<file path="config.mk">
export PLATFORM = sky130hd
export DESIGN_NAME = half_bridge_demag_current_limit
export DESIGN_NICKNAME = d
export VERILOG_FILES = /design/src/include/demag_limit_pkg.sv /design/src/hdl/full_duty_clock.sv /design/src/hdl/half_bridge_demag_current_limit.sv
export SDC_FILE = /design/constraint.sdc
export NUM_CORES = 1
export LEC_CHECK = 0
export BUFFER_PORTS_ARGS = -buffer_cell sky130_fd_sc_hd__buf_2
export CORE_MARGIN = 5
export CORE_UTILIZATION = 49
export DETAILED_ROUTE_END_ITERATION = 10
export PLACE_DENSITY = 0.81
export SYNTH_ARGS = -nofsm -noshare
export SYNTH_HDL_FRONTEND = slang
export SYNTH_SLANG_ARGS = --single-unit
</file>
<file path="constraint.sdc">
create_clock -name clk -period 2.1 [get_ports clk]
set_input_delay 0.105 -clock clk [delete_from_list [all_inputs] [get_ports clk]]
set_output_delay 0.105 -clock clk [all_outputs]
set_load 0.03 [all_outputs]
</file>
<file path="src/include/demag_limit_pkg.sv">
/*
 * Constants shared by the half-bridge demagnetization and current-limit logic:
 * register offsets, field positions, reset values, pin codes, states and timing.
 * Assumes a 25 MHz device clock and an APB register bus with 8-bit addresses.
 */
package demag_limit_pkg;

    // ----------------------------------------
    // Register map
    // ----------------------------------------
    localparam logic [7:0]  ADDR_CONTROL       = 8'h00;
    localparam logic [7:0]  ADDR_STATUS        = 8'h04;

    localparam int          CTRL_SYNC_RECT     = 0;
    localparam int          CTRL_ASYNC_RECT    = 1;
    localparam int          CTRL_RECIRC_BRAKE  = 2;
    localparam int          CTRL_DUTY_40K      = 3;
    localparam int          CTRL_REG_CONFIG    = 4;
    localparam int          CTRL_WIDTH         = 5;
    localparam logic [4:0]  CTRL_RESET         = 5'h00;

    localparam int          STAT_LIMIT_HOLD    = 0;
    localparam int          STAT_DEMAG_ON      = 1;
    localparam int          STAT_OCP_24A       = 2;
    localparam int          STAT_GATE_HIGH     = 3;
    localparam int          STAT_GATE_LOW      = 6;
    localparam int          STAT_BLANKING      = 9;

    // ----------------------------------------
    // Four-level select pin, as digitised
    // ----------------------------------------
    localparam logic [1:0]  PIN_GROUND         = 2'h0;
    localparam logic [1:0]  PIN_GROUND_RES     = 2'h1;
    localparam logic [1:0]  PIN_OPEN           = 2'h2;
    localparam logic [1:0]  PIN_REGULATOR      = 2'h3;
    localparam int          PIN_BIT_24A        = 0;
    localparam int          PIN_BIT_RECT       = 1;

    // ----------------------------------------
    // Timing
    // ----------------------------------------
    localparam int          CLK_HZ             = 25_000_000;
    localparam int          FULL_DUTY_LOW_HZ   = 20_000;
    localparam int          FULL_DUTY_HIGH_HZ  = 40_000;
    localparam int          PERIOD_W           = 11;
    localparam logic [10:0] FULL_DUTY_LOW_CYC  = 11'(CLK_HZ / FULL_DUTY_LOW_HZ);
    localparam logic [10:0] FULL_DUTY_HIGH_CYC = 11'(CLK_HZ / FULL_DUTY_HIGH_HZ);
    localparam logic [3:0]  BLANK_CYCLES       = 4'h8;
    localparam logic [3:0]  MARGIN_CYCLES      = 4'h4;

    localparam int          PHASES             = 3;

    // ----------------------------------------
    // Per-phase commutation rectifier states
    // ----------------------------------------
    typedef enum logic [2:0] {
        COMM_IDLE      = 3'b000,
        COMM_WAIT_LOW  = 3'b001,
        COMM_WAIT_HIGH = 3'b010,
        COMM_RECT_LOW  = 3'b011,
        COMM_RECT_HIGH = 3'b100
    } comm_e;

endpackage

</file>
<file path="src/hdl/full_duty_clock.sv">
/*
 * Internal PWM clock used to restart a PWM cycle when the input sits at 100% duty.
 * Assumes restart pulses on every rising edge of a high-side PWM input so the tick only fires when edges stop.
 */
`timescale 1ns/10ps
`default_nettype none

module full_duty_clock
    import demag_limit_pkg::*;
(
    // Clock and reset
    input  wire logic clk,
    input  wire logic resetn,
    input  wire logic clk_en,
    // Control
    input  wire logic select_40k,
    input  wire logic restart,
    // Cycle start
    output var  logic tick
);

    typedef struct packed {
        logic [PERIOD_W-1:0] count;
        logic                tick;
    } fdc_s;

    fdc_s state;
    fdc_s next_state;
    logic [PERIOD_W-1:0] period;

    // ----------------------------------------
    // Counter
    // ----------------------------------------
    always_comb begin
        next_state = state;
        period = select_40k ? FULL_DUTY_HIGH_CYC : FULL_DUTY_LOW_CYC;
        next_state.tick = 1'b0;
        if (restart) begin
            next_state.count = '0;
        end else if (state.count >= period - 11'h001) begin
            next_state.count = '0;
            next_state.tick = 1'b1;
        end else begin
            next_state.count = state.count + 11'h001;
        end
    end

    always_ff @(posedge clk) begin
        if (!resetn) begin
            state <= '0;
        end else if (clk_en) begin
            state <= next_state;
        end
    end

    assign tick = state.tick;

endmodule

`default_nettype wire

</file>
<file path="src/hdl/half_bridge_demag_current_limit.sv">
/*
 * Gate control for three half-bridges: active demagnetization (synchronous
 * rectification in commutation and PWM, asynchronous cut-off of negative
 * current) and cycle-by-cycle current limiting with blanking and recirculation.
 * Assumes comparators and the select pin arrive as clean digital levels,
 * synchronous to clk, and that an APB master reaches the registers.
 */
// Design decisions made here: the APB register port and the register addresses.
`timescale 1ns/10ps
`default_nettype none

module half_bridge_demag_current_limit
    import demag_limit_pkg::*;
(
    // Clock and reset
    input  wire logic        clk,
    input  wire logic        resetn,
    input  wire logic        clk_en,
    // APB slave
    input  wire logic        psel,
    input  wire logic        penable,
    input  wire logic        pwrite,
    input  wire logic [7:0]  paddr,
    input  wire logic [31:0] pwdata,
    output var  logic [31:0] prdata,
    output var  logic        pready,
    output var  logic        pslverr,
    // PWM inputs from the controller
    input  wire logic [2:0]  pwm_high_in,
    input  wire logic [2:0]  pwm_low_in,
    // Comparators
    input  wire logic [2:0]  high_side_reverse_comparator,
    input  wire logic [2:0]  low_side_reverse_comparator,
    input  wire logic        limit_comparator,
    // Four-level select pin, digitised
    input  wire logic [1:0]  protection_rectify_select_pin,
    // Gate commands and status
    output var  logic [2:0]  gate_high,
    output var  logic [2:0]  gate_low,
    output var  logic        limit_active,
    output var  logic        overcurrent_24a
);

    typedef struct packed {
        logic [CTRL_WIDTH-1:0] ctrl;
        logic [2:0]            prev_high;
        logic [2:0]            prev_low;
        logic [2:0]            prev_lscmp;
        logic [2:0]            pwm_phase;
        logic [2:0]            aar_cut;
        comm_e [2:0]           mode;
        logic [2:0][3:0]       margin;
        logic [3:0]            blank;
        logic                  limit_hold;
        logic                  demag_on;
        logic                  ocp_24a;
        logic [2:0]            gate_high;
        logic [2:0]            gate_low;
        logic [31:0]           prdata;
        logic                  pready;
        logic                  pslverr;
    } top_s;

    top_s state;
    top_s next_state;

    logic tick;
    logic any_high_rise;

    // ----------------------------------------
    // Internal clock for 100% duty input
    // ----------------------------------------
    // The pin-configured variant has no rate choice and stays at the low rate.
    full_duty_clock u_full_duty_clock (
        .clk        (clk),
        .resetn     (resetn),
        .clk_en     (clk_en),
        .select_40k (state.ctrl[CTRL_REG_CONFIG] & state.ctrl[CTRL_DUTY_40K]),
        .restart    (any_high_rise),
        .tick       (tick)
    );

    assign any_high_rise = |(pwm_high_in & ~state.prev_high);

    // ----------------------------------------
    // Next state
    // ----------------------------------------
    always_comb begin
        logic [2:0] rise_h;
        logic [2:0] fall_h;
        logic [2:0] rise_l;
        logic [2:0] fall_l;
        logic       cycle_start;
        logic       blanking;
        logic       hi_on;
        logic       lo_on;
        logic       asr_pwm;
        logic [31:0] status;

        next_state = state;
        rise_h = pwm_high_in & ~state.prev_high;
        fall_h = ~pwm_high_in & state.prev_high;
        rise_l = pwm_low_in & ~state.prev_low;
        fall_l = ~pwm_low_in & state.prev_low;
        blanking = (state.blank != 4'h0);
        cycle_start = any_high_rise | tick;
        hi_on = 1'b0;
        lo_on = 1'b0;
        asr_pwm = 1'b0;
        status = 32'h0000_0000;

        // ----------------------------------------
        // Edge history
        // ----------------------------------------
        next_state.prev_high = pwm_high_in;
        next_state.prev_low = pwm_low_in;
        next_state.prev_lscmp = low_side_reverse_comparator;

        // ----------------------------------------
        // Mode decode
        // ----------------------------------------
        // Select pin: bit 1 means rectify, bit 0 means the higher limit
        next_state.ocp_24a = protection_rectify_select_pin[PIN_BIT_24A];
        if (state.ctrl[CTRL_REG_CONFIG]) begin
            next_state.demag_on = state.ctrl[CTRL_SYNC_RECT] & state.ctrl[CTRL_ASYNC_RECT];
        end else begin
            next_state.demag_on = protection_rectify_select_pin[PIN_BIT_RECT];
        end

        // ----------------------------------------
        // Current limit
        // ----------------------------------------
        // Blanking restarts on every high-side PWM rising edge or internal tick
        if (cycle_start) begin
            next_state.blank = BLANK_CYCLES;
        end else if (blanking) begin
            next_state.blank = state.blank - 4'h1;
        end

        // Comparator is a digital level; reference range is kept by the system
        if (cycle_start) begin
            next_state.limit_hold = 1'b0;
        end else if (limit_comparator && !blanking) begin
            next_state.limit_hold = 1'b1;
        end

        // ----------------------------------------
        // Per-phase rectifiers and gates
        // ----------------------------------------
        for (int i = 0; i < PHASES; i++) begin
            // Commutation rectifier per phase
            case (state.mode[i])
                COMM_IDLE: begin
                    if (state.demag_on && fall_h[i] && |(rise_h & ~(3'b001 << i))) begin
                        next_state.mode[i] = COMM_WAIT_LOW;
                        next_state.margin[i] = MARGIN_CYCLES;
                    end else if (state.demag_on && fall_l[i] && |(rise_l & ~(3'b001 << i))) begin
                        next_state.mode[i] = COMM_WAIT_HIGH;
                        next_state.margin[i] = MARGIN_CYCLES;
                    end
                end
                COMM_WAIT_LOW: begin
                    if (pwm_high_in[i] || pwm_low_in[i] || !state.demag_on) begin
                        next_state.mode[i] = COMM_IDLE;
                    end else if (state.margin[i] == 4'h0) begin
                        next_state.mode[i] = COMM_RECT_LOW;
                    end else begin
                        next_state.margin[i] = state.margin[i] - 4'h1;
                    end
                end
                COMM_WAIT_HIGH: begin
                    if (pwm_high_in[i] || pwm_low_in[i] || !state.demag_on) begin
                        next_state.mode[i] = COMM_IDLE;
                    end else if (state.margin[i] == 4'h0) begin
                        next_state.mode[i] = COMM_RECT_HIGH;
                    end else begin
                        next_state.margin[i] = state.margin[i] - 4'h1;
                    end
                end
                COMM_RECT_LOW: begin
                    // Early stop once the diode current has died away
                    if (pwm_high_in[i] || pwm_low_in[i] || !state.demag_on ||
                        !low_side_reverse_comparator[i]) begin
                        next_state.mode[i] = COMM_IDLE;
                    end
                end
                COMM_RECT_HIGH: begin
                    if (pwm_high_in[i] || pwm_low_in[i] || !state.demag_on ||
                        !high_side_reverse_comparator[i]) begin
                        next_state.mode[i] = COMM_IDLE;
                    end
                end
                default: begin
                    next_state.mode[i] = COMM_IDLE;
                end
            endcase

            // A phase is PWM-driven on its high side only after a high edge
            if (next_state.mode[i] != COMM_IDLE || pwm_low_in[i]) begin
                next_state.pwm_phase[i] = 1'b0;
            end else if (rise_h[i]) begin
                next_state.pwm_phase[i] = 1'b1;
            end

            // Cut the low FET when its decaying current reaches zero
            if (!pwm_low_in[i]) begin
                next_state.aar_cut[i] = 1'b0;
            end else if (state.demag_on && state.prev_lscmp[i] && !low_side_reverse_comparator[i]) begin
                next_state.aar_cut[i] = 1'b1;
            end

            // Low-side diode conduction in the off-time of high-only PWM
            // A commutation that starts now must wait out its margin first
            asr_pwm = state.demag_on && state.pwm_phase[i] && !pwm_high_in[i] && !pwm_low_in[i] &&
                      low_side_reverse_comparator[i] && next_state.mode[i] == COMM_IDLE;

            // The limit hold also keeps rectification off the high side
            hi_on = (pwm_high_in[i] || state.mode[i] == COMM_RECT_HIGH) &&
                    !next_state.limit_hold;
            lo_on = (pwm_low_in[i] && !next_state.aar_cut[i]) || asr_pwm ||
                    state.mode[i] == COMM_RECT_LOW;
            if (next_state.limit_hold && state.ctrl[CTRL_RECIRC_BRAKE]) begin
                lo_on = 1'b1;
            end
            // Never both FETs of one leg together
            next_state.gate_high[i] = hi_on;
            next_state.gate_low[i] = lo_on && !hi_on;
        end

        // ----------------------------------------
        // Status word
        // ----------------------------------------
        status[STAT_LIMIT_HOLD] = state.limit_hold;
        status[STAT_DEMAG_ON] = state.demag_on;
        status[STAT_OCP_24A] = state.ocp_24a;
        status[STAT_GATE_HIGH +: 3] = state.gate_high;
        status[STAT_GATE_LOW +: 3] = state.gate_low;
        status[STAT_BLANKING] = blanking;

        // ----------------------------------------
        // APB: answer prepared in setup, so access needs no wait state
        // ----------------------------------------
        next_state.pready = 1'b0;
        next_state.pslverr = 1'b0;
        next_state.prdata = 32'h0000_0000;
        if (psel && !penable) begin
            next_state.pready = 1'b1;
            if (paddr == ADDR_CONTROL) begin
                next_state.prdata = {27'h0, state.ctrl};
            end else if (paddr == ADDR_STATUS) begin
                next_state.prdata = status;
            end else begin
                next_state.pslverr = 1'b1;
            end
        end
        if (psel && penable && state.pready && pwrite && paddr == ADDR_CONTROL) begin
            next_state.ctrl = pwdata[CTRL_WIDTH-1:0];
        end
        if (psel && penable && state.pready) begin
            next_state.prdata = 32'h0000_0000;
        end
    end

    // ----------------------------------------
    // State register
    // ----------------------------------------
    always_ff @(posedge clk) begin
        if (!resetn) begin
            state <= '0;
            state.ctrl <= CTRL_RESET;
        end else if (clk_en) begin
            state <= next_state;
        end
    end

    // ----------------------------------------
    // Outputs
    // ----------------------------------------
    assign prdata = state.prdata;
    assign pready = state.pready;
    assign pslverr = state.pslverr;
    assign gate_high = state.gate_high;
    assign gate_low = state.gate_low;
    assign limit_active = state.limit_hold;
    assign overcurrent_24a = state.ocp_24a;

endmodule

`default_nettype wire

</file>
Word level (Yosys, flattened, before mapping)
Index checks and enable logic that the tools add are counted.
Widths: inputs -> output; s select.
{ "totals": {"in_bits": 61, "out_inout_bits": 42, "register_bits": 100, "word_cells": 272} }
{ "classes": {"reduce_logical": 134, "n_lt_le_gt_ge": 1, "add_sub_neg": 6, "bitwise": 11, "n_eq_ne": 22, "n_mux": 73} }
{ "op_table": {"columns": ["cell", "count"], "rows": [
  ["$mux 3", 24],
  ["$mux 4", 14],
  ["$logic_and 1x1->1", 49],
  ["$pmux 3 s5", 3],
  ["$mux 11", 3],
  ["$mux 32", 1],
  ["$logic_or 1x1->1", 24],
  ["$pmux 4 s2", 3],
  ["$logic_not 1->1", 22],
  ["$mux 1", 22],
  ["$mux 10", 2],
  ["$eq 3x2->1 const B", 6],
  ["$logic_not 3->1", 6],
  ["$reduce_or 2->1", 9],
  ["$sub 4x1->4 const B", 4],
  ["$reduce_and 5->1", 3],
  ["$reduce_bool 2->1", 7],
  ["$and 3x3->3", 4],
  ["$logic_not 4->1", 3],
  ["$mux 12", 1],
  ["$ne 2x2->1 const B", 6],
  ["$not 3->3", 4],
  ["$add 11x1->11 const B", 1],
  ["$ge 11x11->1", 1],
  ["12 further kinds", 25]
]} }

Logic depth before layout (Yosys ltp)
Gate-level depths: netlist (run 1).
{ "logic_depth": {"word_depth": 13, "ltp_mapped": 10, "mapped_depth_nobuf": 9} }

By module
From an unflattened synthesis (run 1), not the netlist that was laid out.
{ "hier_totals": {"hier_cells": 566, "hier_area_um2": 4616.9} }
{ "by_module_without_submodules": {"columns": ["module", "seq_area_each_um2", "cells_per_inst", "instances", "area_each_um2"], "rows": [
  ["half_bridge_demag_current_limit", 1321.3, 471, 1, 3851.2],
  ["full_duty_clock", 240.2, 95, 1, 765.7]
]} }

Worst setup path after synthesis (run 1)
Ideal clock, no wire load.
{ "synth_timing": {"path_type": "reg2reg", "startpoint": "register state[87] in the netlist's numbering", "endpoint": "register u_full_duty_clock.state[3] in the netlist's numbering", "arrival_time_ns": 2.004, "t_required_ns": 2.026, "stages_incl_launch_ff": 9, "period_less_slack_ns": 2.078, "path_slack_ns": 0.022, "path_buffers": 1, "cell_sequence": "dfxtp_1 > nand2_1 > ha_1 > or4_1 > o22a_1 > nand3b_1 > clkbuf_1 > or2_1 > a31oi_1"} }
{ "synth_via": {"elab_chain_cells": 6} }
{ "synth_lines": {"columns": ["element", "line", "rtl"], "rows": [
  ["start: declaration", "half_bridge_demag_current_limit.sv:64", "top_s state;"],
  ["start signal: assignment", "half_bridge_demag_current_limit.sv:272", "state <= next_state;"],
  ["$and 1x1->1", "half_bridge_demag_current_limit.sv:78", ".select_40k (state.ctrl[CTRL_REG_CONFIG] & state.ctrl[CTRL_DUTY_40K]),"],
  ["$mux 11", "full_duty_clock.sv:36", "period = select_40k ? FULL_DUTY_HIGH_CYC : FULL_DUTY_LOW_CYC;"],
  ["$sub 11x1->11", "full_duty_clock.sv:40", "end else if (state.count >= period - 11'h001) begin"],
  ["$ge 11x11->1", "full_duty_clock.sv:40", null],
  ["$mux 11", "full_duty_clock.sv:40", null],
  ["$mux 11", "full_duty_clock.sv:38", "if (restart) begin"],
  ["end signal: assignment", "full_duty_clock.sv:52", "state <= next_state;"],
  ["end: declaration", "full_duty_clock.sv:27", "fdc_s state;"]
]} }
No other way between the ends.
A chain may end at the register's enable or synchronous reset.

Worst setup path in the final report (run 1)
{ "layout_timing": {"startpoint": "register state[86] in the netlist's numbering", "endpoint": "register u_full_duty_clock.state[4] in the netlist's numbering"} }
Same word-level chain as after synthesis.

==> summary.md, run 1 <==
| Metric | Value |
|---|---|
| Ratio of cells with drive above 1 in the final layout | 21.8% |
| Failing checks | negative setup slack |
| RSZ-0062 raised after global routing | yes |
| Root Driver | clkbuf_8 |
| Post-synthesis mux area share | 6.57% |
| PD cells | 605 mW/mm^2 |
| GPL Wtd Cong | 0.840 |
| Asr flop ratio synth | 0% |
| HP Start | protection_rectify_select_pin[0] |
| R2r endpoint | u_full_duty_clock.state[4] |
| Detailed Place HPWL | 7.75 mm |
| Reg2Reg Launch Point | state[86] |
| Max cap viols | 0 |
| Post-synthesis sequential area ratio | 35.0% |
| Unique masters post-synth | 63 |
| Final hold violations | 0 |
| Fin crit period | 2.16 ns |
| Chip height | 105 um |
| Slew Limit Fails | 0 |
| Critical path type | register to register |
| CP max FO | 6 |
| CTS tree | done |
| # fillers | 737 |
| Critical Path RT | about 2.4 ns |
| Detailed-route wire length per cell | 15.1 um |
| Leakage | 0.00216 uW |
| Worst-path clk slew | 0.09 ns |
| TritonCTS Buffers | 9 |
| Yosys warning total | 0 |
| Final cycle utilization of the critical path | 103% |
| First-pass GRT wire length | 17.5 mm |
| Post-synthesis simple-gate area fraction | around a quarter |
| # rows | 34 |
| Startpoint types | register |
| Mapped Area | between 0.004 and 0.005 sq mm |
| Post-layout util | between 50 and 60% |
| Compound-cell area share of the yosys netlist | 18.3% |
| Initial Util | 50.6% |
| DRT Pass-1 Iters | 5 |
| R2r setup slk | -0.06 ns |
| Largest net degree at the start of global routing | 31 |
| Sw power | 888 uW |
| # IOs | between 100 and 150 |
| Post-place instance area | 0.00477 sq mm |
| CORE AREA | 0.00881 sq mm |
| WL final | 11.0 mm |
| Post-Syn Instances | 558 |
| PortBufs | 53 |
| Tot GR Track Use | 18.8% |
| Seq pwr share | around half |
| Htree depth | 3 |
| Switch share | 28.3% |
| Worst hold path class | input port to register |
| Placed cells | around 700 |
| DR DRC count | 0 |
| R2R depth | 9 |
| Layout Cells excl Fill | 728 |
| DR iter-0 viols | 361 |
| Overflow left after global routing | 0 |
| Die area | approximately 0.011 sq mm |
| Clock Skew | 0.0166 ns |
| Vias in the first global route | roughly 3800 |
| Outcome | finished with violations |
| Setup ws final | -0.0564 ns |
| Max Freq | 0.464 GHz |
| Vias/cell | 5.79 |
| CTS Buffer Depth | 2 |
| Int Pwr | 2250 uW |
| Pwr Total | ~3100 uW |
| Ant. Diodes | 0 |
| NumNets Final | 687 |
| Area share of fa/ha/maj cells after synthesis | 3.09% |
| Post-DRT Antenna Nets | 0 |
| DR vias | 4212 |
| Seq cells post-synth | 78 |
| Setup Viol. Count Final | 4 |
| Average size of a mapped cell | between 7 and 8 sq um |
| Worst Path Arrival | between 2 and 2.5 ns |
| Critical Path End Type | register |
| Post-synth EDFFs | 0 |
| Max incr delay on CP | between 0.3 and 0.4 ns |
| Clk Latency, worst-skew pair | 0.35 ns |
| Clk network pwr share | a little under two fifths |
| Final Cell Area | roughly 0.0052 sq mm |
| Crit-path slowest cell | or3_1 |
| Hold path cells | 3 |
| Die X | 105 um |
| Hold Path End | overcurrent_24a |
| Comb pwr share | 13.6% |
| Post-synthesis xor/xnor area fraction | less than 1% |
| Critical-path cell list | nand2_4, buf_4, ha_1, nor4_2, a31oi_1, o22a_1, nand3b_1, or3_1, o211ai_1 |
| Antenna violations before repair | 0 |
| Largest family of logic cells by synthesized area | simple AND/OR/NAND/NOR gates |
| CTS Sinks | a little under 80 |
| VDD IR max | 0.433 mV |
| Area Growth Syn to Fin | 16.4% |
| Top_reg_cell synth | dfxtp_1 |
## per-layer routing
metal	share of wire [%]	GRT usage [%]
met1	42	23.7
met4	1.6	6.37
met5	0	0
met3	8.3	4.40
met2	48	31.7
## state kept, by name, indices dropped and copies added (netlist names)
name and cells:
gate_high 3, limit_active 1, overcurrent_24a 1, pready 1, u_full_duty_clock.state 11, gate_low 3, pslverr 1, state 46
u_full_duty_clock.tick 1, prdata 10
## critical path: cells and delay by family (launching register included)
family	cells	cell delay (ns)
adder cells (fa/ha/maj)	1	0.29
buffers and inverters	1	0.14
AND/OR/NAND/NOR	4	0.90
AO/OA/AOI/OAI	3	0.38
flip-flops	1	0.36
## logic make-up after synthesis
family | after synthesis
buffers and inverters | 89
other | 1
XOR/XNOR | 5
AO/OA/AOI/OAI | 122
flip-flops | 78
AND/OR/NAND/NOR | 223
adder cells (fa/ha/maj) | 11
multiplexers | 29
## timing repair
item                       CTS  global route
hold buffers                 4             0
hold endpoints to repair     4             0
gates resized for setup     15            17
setup buffers                1             6
setup endpoints to repair    6            19
pin swaps                    4            10
## cells in the mapped netlist, types with 3 or more instances
master,n,share of area (%)
dfxtp_1,78,35
nor2_1,75,6.3
nand2_1,43,3.6
buf_4,38,6.4
a21oi_1,31,3.5
mux2i_1,27,6.1
clkbuf_1,23,1.9
inv_1,21,1.8
o21ai_0,21,2.4
nor3_1,20,2.2
nand2b_1,15,2.1
nand3_1,15,1.7
a211oi_1,12,2.0
a31oi_1,11,1.5
ha_1,11,3.1
nand3b_1,11,1.9
nor3b_1,8,1.3
a22oi_1,7,1.2
buf_1,6,0.51
nor2b_1,5,0.70
nor4_1,5,0.70
o211ai_1,5,0.84
o21a_1,5,0.84
xor2_1,5,0.98
a21o_1,4,0.67
and3_1,4,0.56
or3_1,4,0.56
or4_1,4,0.67
nand4b_1,3,0.59
## final cells by class
cell class                      count  area [sq um]  share of cell area (%)
Clock inverter                      6          67.6                    1.30
Multi-Input combinational cell    412          2610                    50.3
Inverter                           21          78.8                    1.52
Sequential cell                    78          1570                    30.2
Tap cell                          108           135                    2.60
Timing Repair Buffer               93           592                    11.4
Clock buffer                       10           138                    2.65
## power groups by stage
stage                     clock (uW)  sequential [uW]  combinational (uW)
after global placement             0             1580                 384
after floorplan                    0             1570                 306
final                           1170             1550                 427
after global routing            1240             1550                 461
after detailed placement           0             1580                 391
after CTS                       1180             1540                 402
## placed cells by master, fill, tap and decap left out, types with 4 or more instances in the layout
master         instances
a21oi_1               30
or3_1                  4
buf_4                 34
inv_1                 20
nand2_1               42
clkbuf_8              10
nand3b_1              11
buf_2                 53
a21o_1                 4
ha_1                   9
o21a_1                 5
nor3_1                20
dlygate4sd3_1          4
xor2_1                 5
a31oi_1               11
nor2_1                75
a22oi_1                7
dfxtp_1               75
nor3b_1                6
and3_1                 4
nor2b_1                5
conb_1                22
o21ai_0               17
nand2b_1              14
mux2i_1               27
o211ai_1               5
a211oi_1              11
nand3_1               14
## worst max path at each step
stage,start,end,cells after the start
after floorplan,state[87],u_full_duty_clock.state[3],8
after global placement,state[86],u_full_duty_clock.state[4],8
after detailed placement,state[86],u_full_duty_clock.state[6],9
after CTS,state[87],u_full_duty_clock.state[4],8
after global routing,state[87],u_full_duty_clock.state[4],9
final,state[86],u_full_duty_clock.state[4],9
## through the flow
step	worst slack (ns)	TNS (ns)	hold slack (ns)
after floorplan	0.0217	0	0.249
after global routing	-0.181	-0.838	0.0122
after detailed placement	-0.0727	-0.191	0.343
after CTS	-0.0129	-0.0225	0.00322
final	-0.0564	-0.114	0.0158
after global placement	-0.00540	-0.00949	0.339
(Power assumes the default switching activity.)
==> run 2: changes to the inputs <==
--- a/config.mk
+++ b/config.mk
@@ -6,6 +6,7 @@
 export NUM_CORES = 1
 export LEC_CHECK = 0
 export BUFFER_PORTS_ARGS = -buffer_cell sky130_fd_sc_hd__buf_2
+export CORE_ASPECT_RATIO = 0.5
 export CORE_MARGIN = 5
 export CORE_UTILIZATION = 49
 export DETAILED_ROUTE_END_ITERATION = 10
@@ -13,3 +14,4 @@
 export SYNTH_ARGS = -nofsm -noshare
 export SYNTH_HDL_FRONTEND = slang
 export SYNTH_SLANG_ARGS = --single-unit
+export TNS_END_PERCENT = 5
==> run 2 against run 1 <==
  * The flow still finishes with violations (negative setup slack)
  * Maximum frequency decreased by 0.48%
  * Combinational power decreased by 2%
  * Non-clock buffer count increased by 2
  * Cell area increased by 1.8%
  * First-iteration DRC count decreased by 13%
  * Global-route usage increased by 0.57 points
  * Critical endpoint unchanged
  * Highest routed layer unchanged
==> summary.md, run 2 (synthesis results as in run 1) <==
| Metric | Value |
|---|---|
| TritonCTS Buffers | 9 (unchanged) |
| Hold Path End | state[85] |
| # IOs | 103 (unchanged) |
| TNS Setup | -0.196 ns (-0.0816 ns) |
| Final Cell Area | 0.00528 sq mm (+1.8%) |
| Overflow left after global routing | 0 (unchanged) |
| Detailed Place HPWL | 7.84 mm (+1.2%) |
| Post-place instance area | 0.00484 sq mm (+1.5%) |
| Most used routing layer | met2 |
| DR DRC count | 0 (unchanged) |
| GR Util met1 | 22.9% (-0.72 points) |
| Reg2Reg Launch Point | state[87] |
| Placed cells | 718 (+2.4%) |
| PortBufs | 53 (unchanged) |
| R2r setup slk | -0.07 ns (about the same) |
| Max-slew headroom | about two thirds |
| Worst hold path class | input port to register |
| Chip height | 77.5 um (-27%) |
| Die X | 145 um (+37%) |
| Critical path type | register to register |
| CTS tree | done |
| Area Growth Syn to Fin | 18.4% |
| Critical Path End Type | register |
| Setup ws final | -0.0668 ns (-0.0105 ns) |
| First-pass GRT wire length | 18.2 mm (+3.9%) |
| Critical Path RT | 2.37 ns (about the same) |
| Max cap viols | 0 (unchanged) |
| Pwr Total | 3560 uW (+13%) |
| WL final | 11.3 mm (+2.5%) |
| Vias in the first global route | 3873 (+2.1%) |
| Worst-path clk slew | 0.06 ns (-0.03 ns) |
| Clk Latency, worst-skew pair | 0.35 ns (about the same) |
| Final cycle utilization of the critical path | 103% (+0.50 points) |
| Most common cell after layout, fill and taps aside | dfxtp_1 |
| Die area | 0.0112 sq mm (+1.0%) |
| PD cells | 674 mW/mm^2 (+11%) |
| Leakage | 0.00223 uW (+2.9%) |
| # rows | 24 (-29%) |
| Grt met2 use | 33.3% (+1.6 points) |
| VDD IR max | 0.447 mV (+3.0%) |
| Outcome | finished with violations |
| DRT Pass-1 Iters | 5 (unchanged) |
| CORE AREA | 0.00880 sq mm (about the same) |
| Layout Cells excl Fill | 739 (+1.5%) |
| Most frequent cells in the layout | dfxtp_1 (76), nor2_1 (75), buf_2 (53) |
| Final hold violations | 0 (unchanged) |
| NumNets Final | 689 (+0.29%) |
| Most flop-heavy register | state |
| Hold path cells | 3 (unchanged) |
| R2r endpoint | u_full_duty_clock.state[4] |
| GPL Wtd Cong | 0.875 (+4.2%) |
| Setup Viol. Count Final | 5 (+1) |
| # fillers | 756 (+2.6%) |
| Post-layout util | 60.0% (+1.1 points) |
| Antenna violations before repair | 0 (unchanged) |
| Detailed-route wire length per cell | 15.2 um (+0.99%) |
| Worst Path Arrival | 2.43 ns (about the same) |
| CP max FO | 8 (+2) |
| DR vias | 4188 (-0.57%) |
| CTS Buffer Depth | 2 (unchanged) |
| Worst slew pin tran | 0.491 ns |
| R2R depth | 10 (+1) |
| Startpoint types | register |
| Slew Limit Fails | 0 (unchanged) |
| HP Start | pwdata[2] |
| Max reg flops | 46 (unchanged) |
| Initial Util | 50.7% (about the same) |
| Fin crit period | 2.17 ns (+0.0105 ns) |
| DR iter-0 viols | 315 (-13%) |
| Largest net degree at the start of global routing | 40 (+29%) |
| Htree depth | 3 (unchanged) |
| CTS Sinks | 78 (unchanged) |
| Clock Skew | 0.00630 ns (-0.0103 ns) |
| RSZ-0062 raised after global routing | yes |
| Max Freq | 0.462 GHz (-0.48%) |
| Root Driver | clkbuf_16 |
| Ant. Diodes | 0 (unchanged) |
| Vias/cell | 5.67 (-2.0%) |
| GRT met3 Usage | 5.88% (+1.5 points) |
| Failing checks | negative setup slack |
| Ratio of cells with drive above 1 in the final layout | 22.0% (+0.25 points) |
| Tot GR Track Use | 19.4% (+0.57 points) |
| Post-DRT Antenna Nets | 0 (unchanged) |
[run 2: how the worst max path moves through the flow]
stage | from | end | cells after the start
5_1_grt | state[87] | u_full_duty_clock.state[4] | 10
3_3_place_gp | state[86] | u_full_duty_clock.state[4] | 8
6_report | state[87] | u_full_duty_clock.state[4] | 10
3_5_place_dp | state[86] | u_full_duty_clock.state[6] | 9
2_1_floorplan | state[87] | u_full_duty_clock.state[3] | 8
4_1_cts | state[87] | u_full_duty_clock.state[4] | 8
[run 2: where the power goes]
part / leakage [uW] / switching (uW) / internal (uW)
logic: 0.00144 / 271 / 147
registers: 0.000634 / 34.7 / 1510
clock network: 0.000152 / 612 / 979
[run 2: critical path, cell delays in order, from the launching register on]
cell	delay, ns
dfxtp_2	0.36
nand2_4	0.08
buf_4	0.14
ha_1	0.30
nor4_2	0.17
a31oi_1	0.12
o22a_1	0.20
nand3b_1	0.18
buf_6	0.15
or3_1	0.30
o211ai_1	0.08
[run 2: cell type report]
type	count	area, sq um	area share (%)
multi-input combinational	412	2580	48.9
sequential	78	1560	29.6
timing repair buffer	95	606	11.5
clock buffer	12	256	4.86
tap	117	146	2.77
inverter	21	78.8	1.49
clock inverter	4	45.0	0.853
[run 2: metal layers]
layer  routed length (um)  up-vias  share of wire [%]
met4                  199        0                1.8
met2                 5530      130                 49
li1                     -     2044                  -
met5                    0        -                  0
met3                  616       23                5.5
met1                 4920     1991                 44
[run 2: repair_timing]
action / in CTS / in global routing
buffers inserted: 1 / 2
setup endpoints to repair: 7 / 20
pin swaps: 6 / 5
hold buffers: 2 / 0
hold endpoints to repair: 2 / 0
gates resized for setup: 14 / 14
[run 2: through the flow]
| step | setup slack, ns | hold slack [ns] |
|---|---|---|
| 2_1_floorplan | 0.0217 | 0.249 |
| 5_1_grt | -0.157 | 0.0261 |
| 6_report | -0.0668 | 0.0148 |
| 3_5_place_dp | -0.138 | 0.351 |
| 4_1_cts | -0.0381 | 0.00534 |
| 3_3_place_gp | -0.0732 | 0.339 |
==> run 3: changes to the inputs <==
--- a/config.mk
+++ b/config.mk
@@ -8,9 +8,9 @@
 export BUFFER_PORTS_ARGS = -buffer_cell sky130_fd_sc_hd__buf_2
 export CORE_ASPECT_RATIO = 0.5
 export CORE_MARGIN = 5
-export CORE_UTILIZATION = 49
+export CORE_UTILIZATION = 55
 export DETAILED_ROUTE_END_ITERATION = 10
-export PLACE_DENSITY = 0.81
+export PLACE_DENSITY = 0.85
 export SYNTH_ARGS = -nofsm -noshare
 export SYNTH_HDL_FRONTEND = slang
 export SYNTH_SLANG_ARGS = --single-unit
==> constraint.sdc (replaced) <==
create_clock -name clk -period 2.6 [get_ports clk]
set_input_delay 0.13 -clock clk [delete_from_list [all_inputs] [get_ports clk]]
set_output_delay 0.13 -clock clk [all_outputs]
set_load 0.03 [all_outputs]
==> run 3 against run 2 <==
  * The flow now finishes without violations
  * Sequential power decreased by 19%
  * Total power shrank 17%
  * Die area is 9.9% lower
  * Cell count fell by 5.3%
  * Via count down 4.0%
  * Register-to-register slack gained 0.23 ns
  * Critical path depth down 3
  * Global-route usage rose by 1.6 points
  * Maximum frequency decreased by 11%
==> summary.md, run 3 (synthesis results as in run 1) <==
| Metric | Value |
|---|---|
| Most frequent cells in the layout | dfxtp_1 (78), nor2_1 (75), buf_2 (53) |
| Vias in the first global route | 3730 (-3.7%) |
| Max reg flops | 46 (unchanged) |
| CORE AREA | 0.00794 sq mm (-9.7%) |
| Max Freq | 0.410 GHz (-11%) |
| Post-CTS Setup Repair Bufs | 0 (-1) |
| Detailed-route wire length per cell | 14.9 um (-2.5%) |
| Most common cell after layout, fill and taps aside | dfxtp_1 |
| Max cap viols | 0 (unchanged) |
| CTS Buffer Depth | 2 (unchanged) |
| # IOs | 103 (unchanged) |
| Critical path type | register to register |
| Die area | 0.0101 sq mm (-9.9%) |
| Area Growth Syn to Fin | 10.8% |
| Final cycle utilization of the critical path | 93.7% (-9.5 points) |
| Critical-path cell list | nand2_1, ha_1, or4_1, o22a_1, nand3b_1, or3_1, o211ai_1 |
| Setup Viol. Count Final | 0 (-5) |
| Clk Latency, worst-skew pair | 0.34 ns (about the same) |
| Chip height | 73.7 um (-4.9%) |
| Initial Util | 56.1% (+5.5 points) |
| # fillers | 709 (-6.2%) |
| Startpoint types | register |
| Vias/cell | 5.75 (+1.4%) |
| Overflow left after global routing | 0 (unchanged) |
| Hold WS | 0.0270 ns (+0.0121 ns) |
| CTS Sinks | 78 (unchanged) |
| Delay-heaviest family, CP | simple AND/OR/NAND/NOR gates |
| RSZ-0062 raised after global routing | no |
| Buf+Inv Stages, Crit Path | 0 (-2) |
| Leakage | 0.00204 uW (-8.2%) |
| Largest net degree at the start of global routing | 32 (-20%) |
| Resized cells post-CTS | 0 (-14) |
| R2r endpoint | u_full_duty_clock.state[4] |
| Critical Path End Type | register |
| Root Driver | clkbuf_16 |
| Clock Skew | 0.00599 ns (-0.000305 ns) |
| First-pass GRT wire length | 16.9 mm (-7.5%) |
| Pwr Total | 2950 uW (-17%) |
| # rows | 23 (-4.2%) |
| DR vias | 4022 (-4.0%) |
| Antenna violations before repair | 0 (unchanged) |
| Hold path cells | 3 (unchanged) |
| Worst-path clk slew | 0.06 ns (about the same) |
| Post-DRT Antenna Nets | 0 (unchanged) |
| DRT Pass-1 Iters | 5 (unchanged) |
| Worst hold path class | input port to register |
| Reg2Reg Launch Point | state[87] |
| VDD IR max | 0.418 mV (-6.5%) |
| DR iter-0 viols | 378 (+20%) |
| Hold Path End | state[84] |
| TNS Setup | 0 ns (+0.196 ns) |
| Outcome | complete, no violations |
| CP max FO | 11 (+3) |
| Htree depth | 3 (unchanged) |
| Slew Limit Fails | 0 (unchanged) |
| Ratio of cells with drive above 1 in the final layout | 14.6% (-7.4 points) |
| Max-slew headroom | 58.1% (-9.0 points) |
| DR DRC count | 0 (unchanged) |
| Most flop-heavy register | state |
| Ant. Diodes | 0 (unchanged) |
| Detailed Place HPWL | 7.28 mm (-7.2%) |
| Worst slew pin tran | 0.624 ns (+0.133 ns) |
| R2r setup slk | 0.16 ns (+0.23 ns) |
| Crit-path slowest cell | or4_1 |
| Critical Path RT | 2.86 ns (+0.49 ns) |
| GPL Wtd Cong | 0.821 (-6.2%) |
| Fin crit period | 2.44 ns (+0.270 ns) |
| Final hold violations | 0 (unchanged) |
| PortBufs | 53 (unchanged) |
| R2R depth | 7 (-3) |
| WL final | 10.4 mm (-7.7%) |
| NumNets Final | 655 (-4.9%) |
| # hold bufs at CTS | 0 (-2) |
| Post-layout util | 62.2% (+2.2 points) |
| Worst Path Arrival | 2.70 ns (+0.27 ns) |
| Tot GR Track Use | 21.0% (+1.6 points) |
| PD cells | 598 mW/mm^2 (-11%) |
| TritonCTS Buffers | 9 (unchanged) |
| Die X | 137 um (-5.2%) |
| HP Start | pwdata[1] |
| CTS tree | done |
| Max incr delay on CP | 0.51 ns (+0.15 ns) |
run 3: cell count changes in the layout (fill, tap and decap cells not counted), moves of 3 or more:
cell     previous run  this run
buf_4              37         8
ha_1                8        11
nor3b_1             5         8
nor3b_2             3         0
nor4_1              2         5
nor4_2              3         0
o21ai_0            17        21
run 3: cell type report:
cell class / instances / area (sq um) / share of cell area (%)
multi-input combinational: 412 / 2500 / 50.6
sequential: 78 / 1560 / 31.6
timing repair buffer: 61 / 325 / 6.59
clock buffer: 13 / 270 / 5.47
tap: 112 / 140 / 2.84
inverter: 21 / 78.8 / 1.60
clock inverter: 3 / 65.1 / 1.32
run 3: worst reg2reg max path, delay by kind of cell, from the launching register on:
kind	cells	cell delay, ns
and+or+nand+nor	4	1.46
DFF	1	0.40
AOI/OAI and AO/OA	2	0.29
adders and majority gates	1	0.22
run 3: worst max path at each step:
stage | startpoint | end | slack [ns] | cells past startpoint
detailed placement | state[87] | u_full_duty_clock.state[4] | 0.22 | 7
CTS | state[87] | u_full_duty_clock.state[4] | 0.20 | 7
global placement | state[87] | u_full_duty_clock.state[4] | 0.24 | 7
global route | state[87] | u_full_duty_clock.state[4] | 0.02 | 7
finish | state[87] | u_full_duty_clock.state[4] | 0.16 | 7
floorplan | state[87] | u_full_duty_clock.state[3] | 0.52 | 8
run 3: through the flow:
step	cells	area (sq um)	setup WS, ns
after floorplan	579	4540	0.522
after global placement	684	4600	0.241
after detailed placement	684	4600	0.223
after CTS	700	4940	0.205
after global routing	700	4940	0.0197
final	700	4940	0.164
run 3: power breakdown:
part / internal, uW / leakage, uW / switching (uW)
sequential: 1220 / 0.000633 / 33.3
clock: 917 / 0.000166 / 478
combinational: 95.2 / 0.00124 / 205
total: 2240 / 0.00204 / 716
run 3: layer usage:
layer	global-route usage (%)	part of all wire, %	vias to the layer above
met2	36.1	47	138
met5	0	0	-
met4	8.52	2.2	0
li1	-	-	1974
met1	24.9	44	1888
met3	6.02	7.0	22
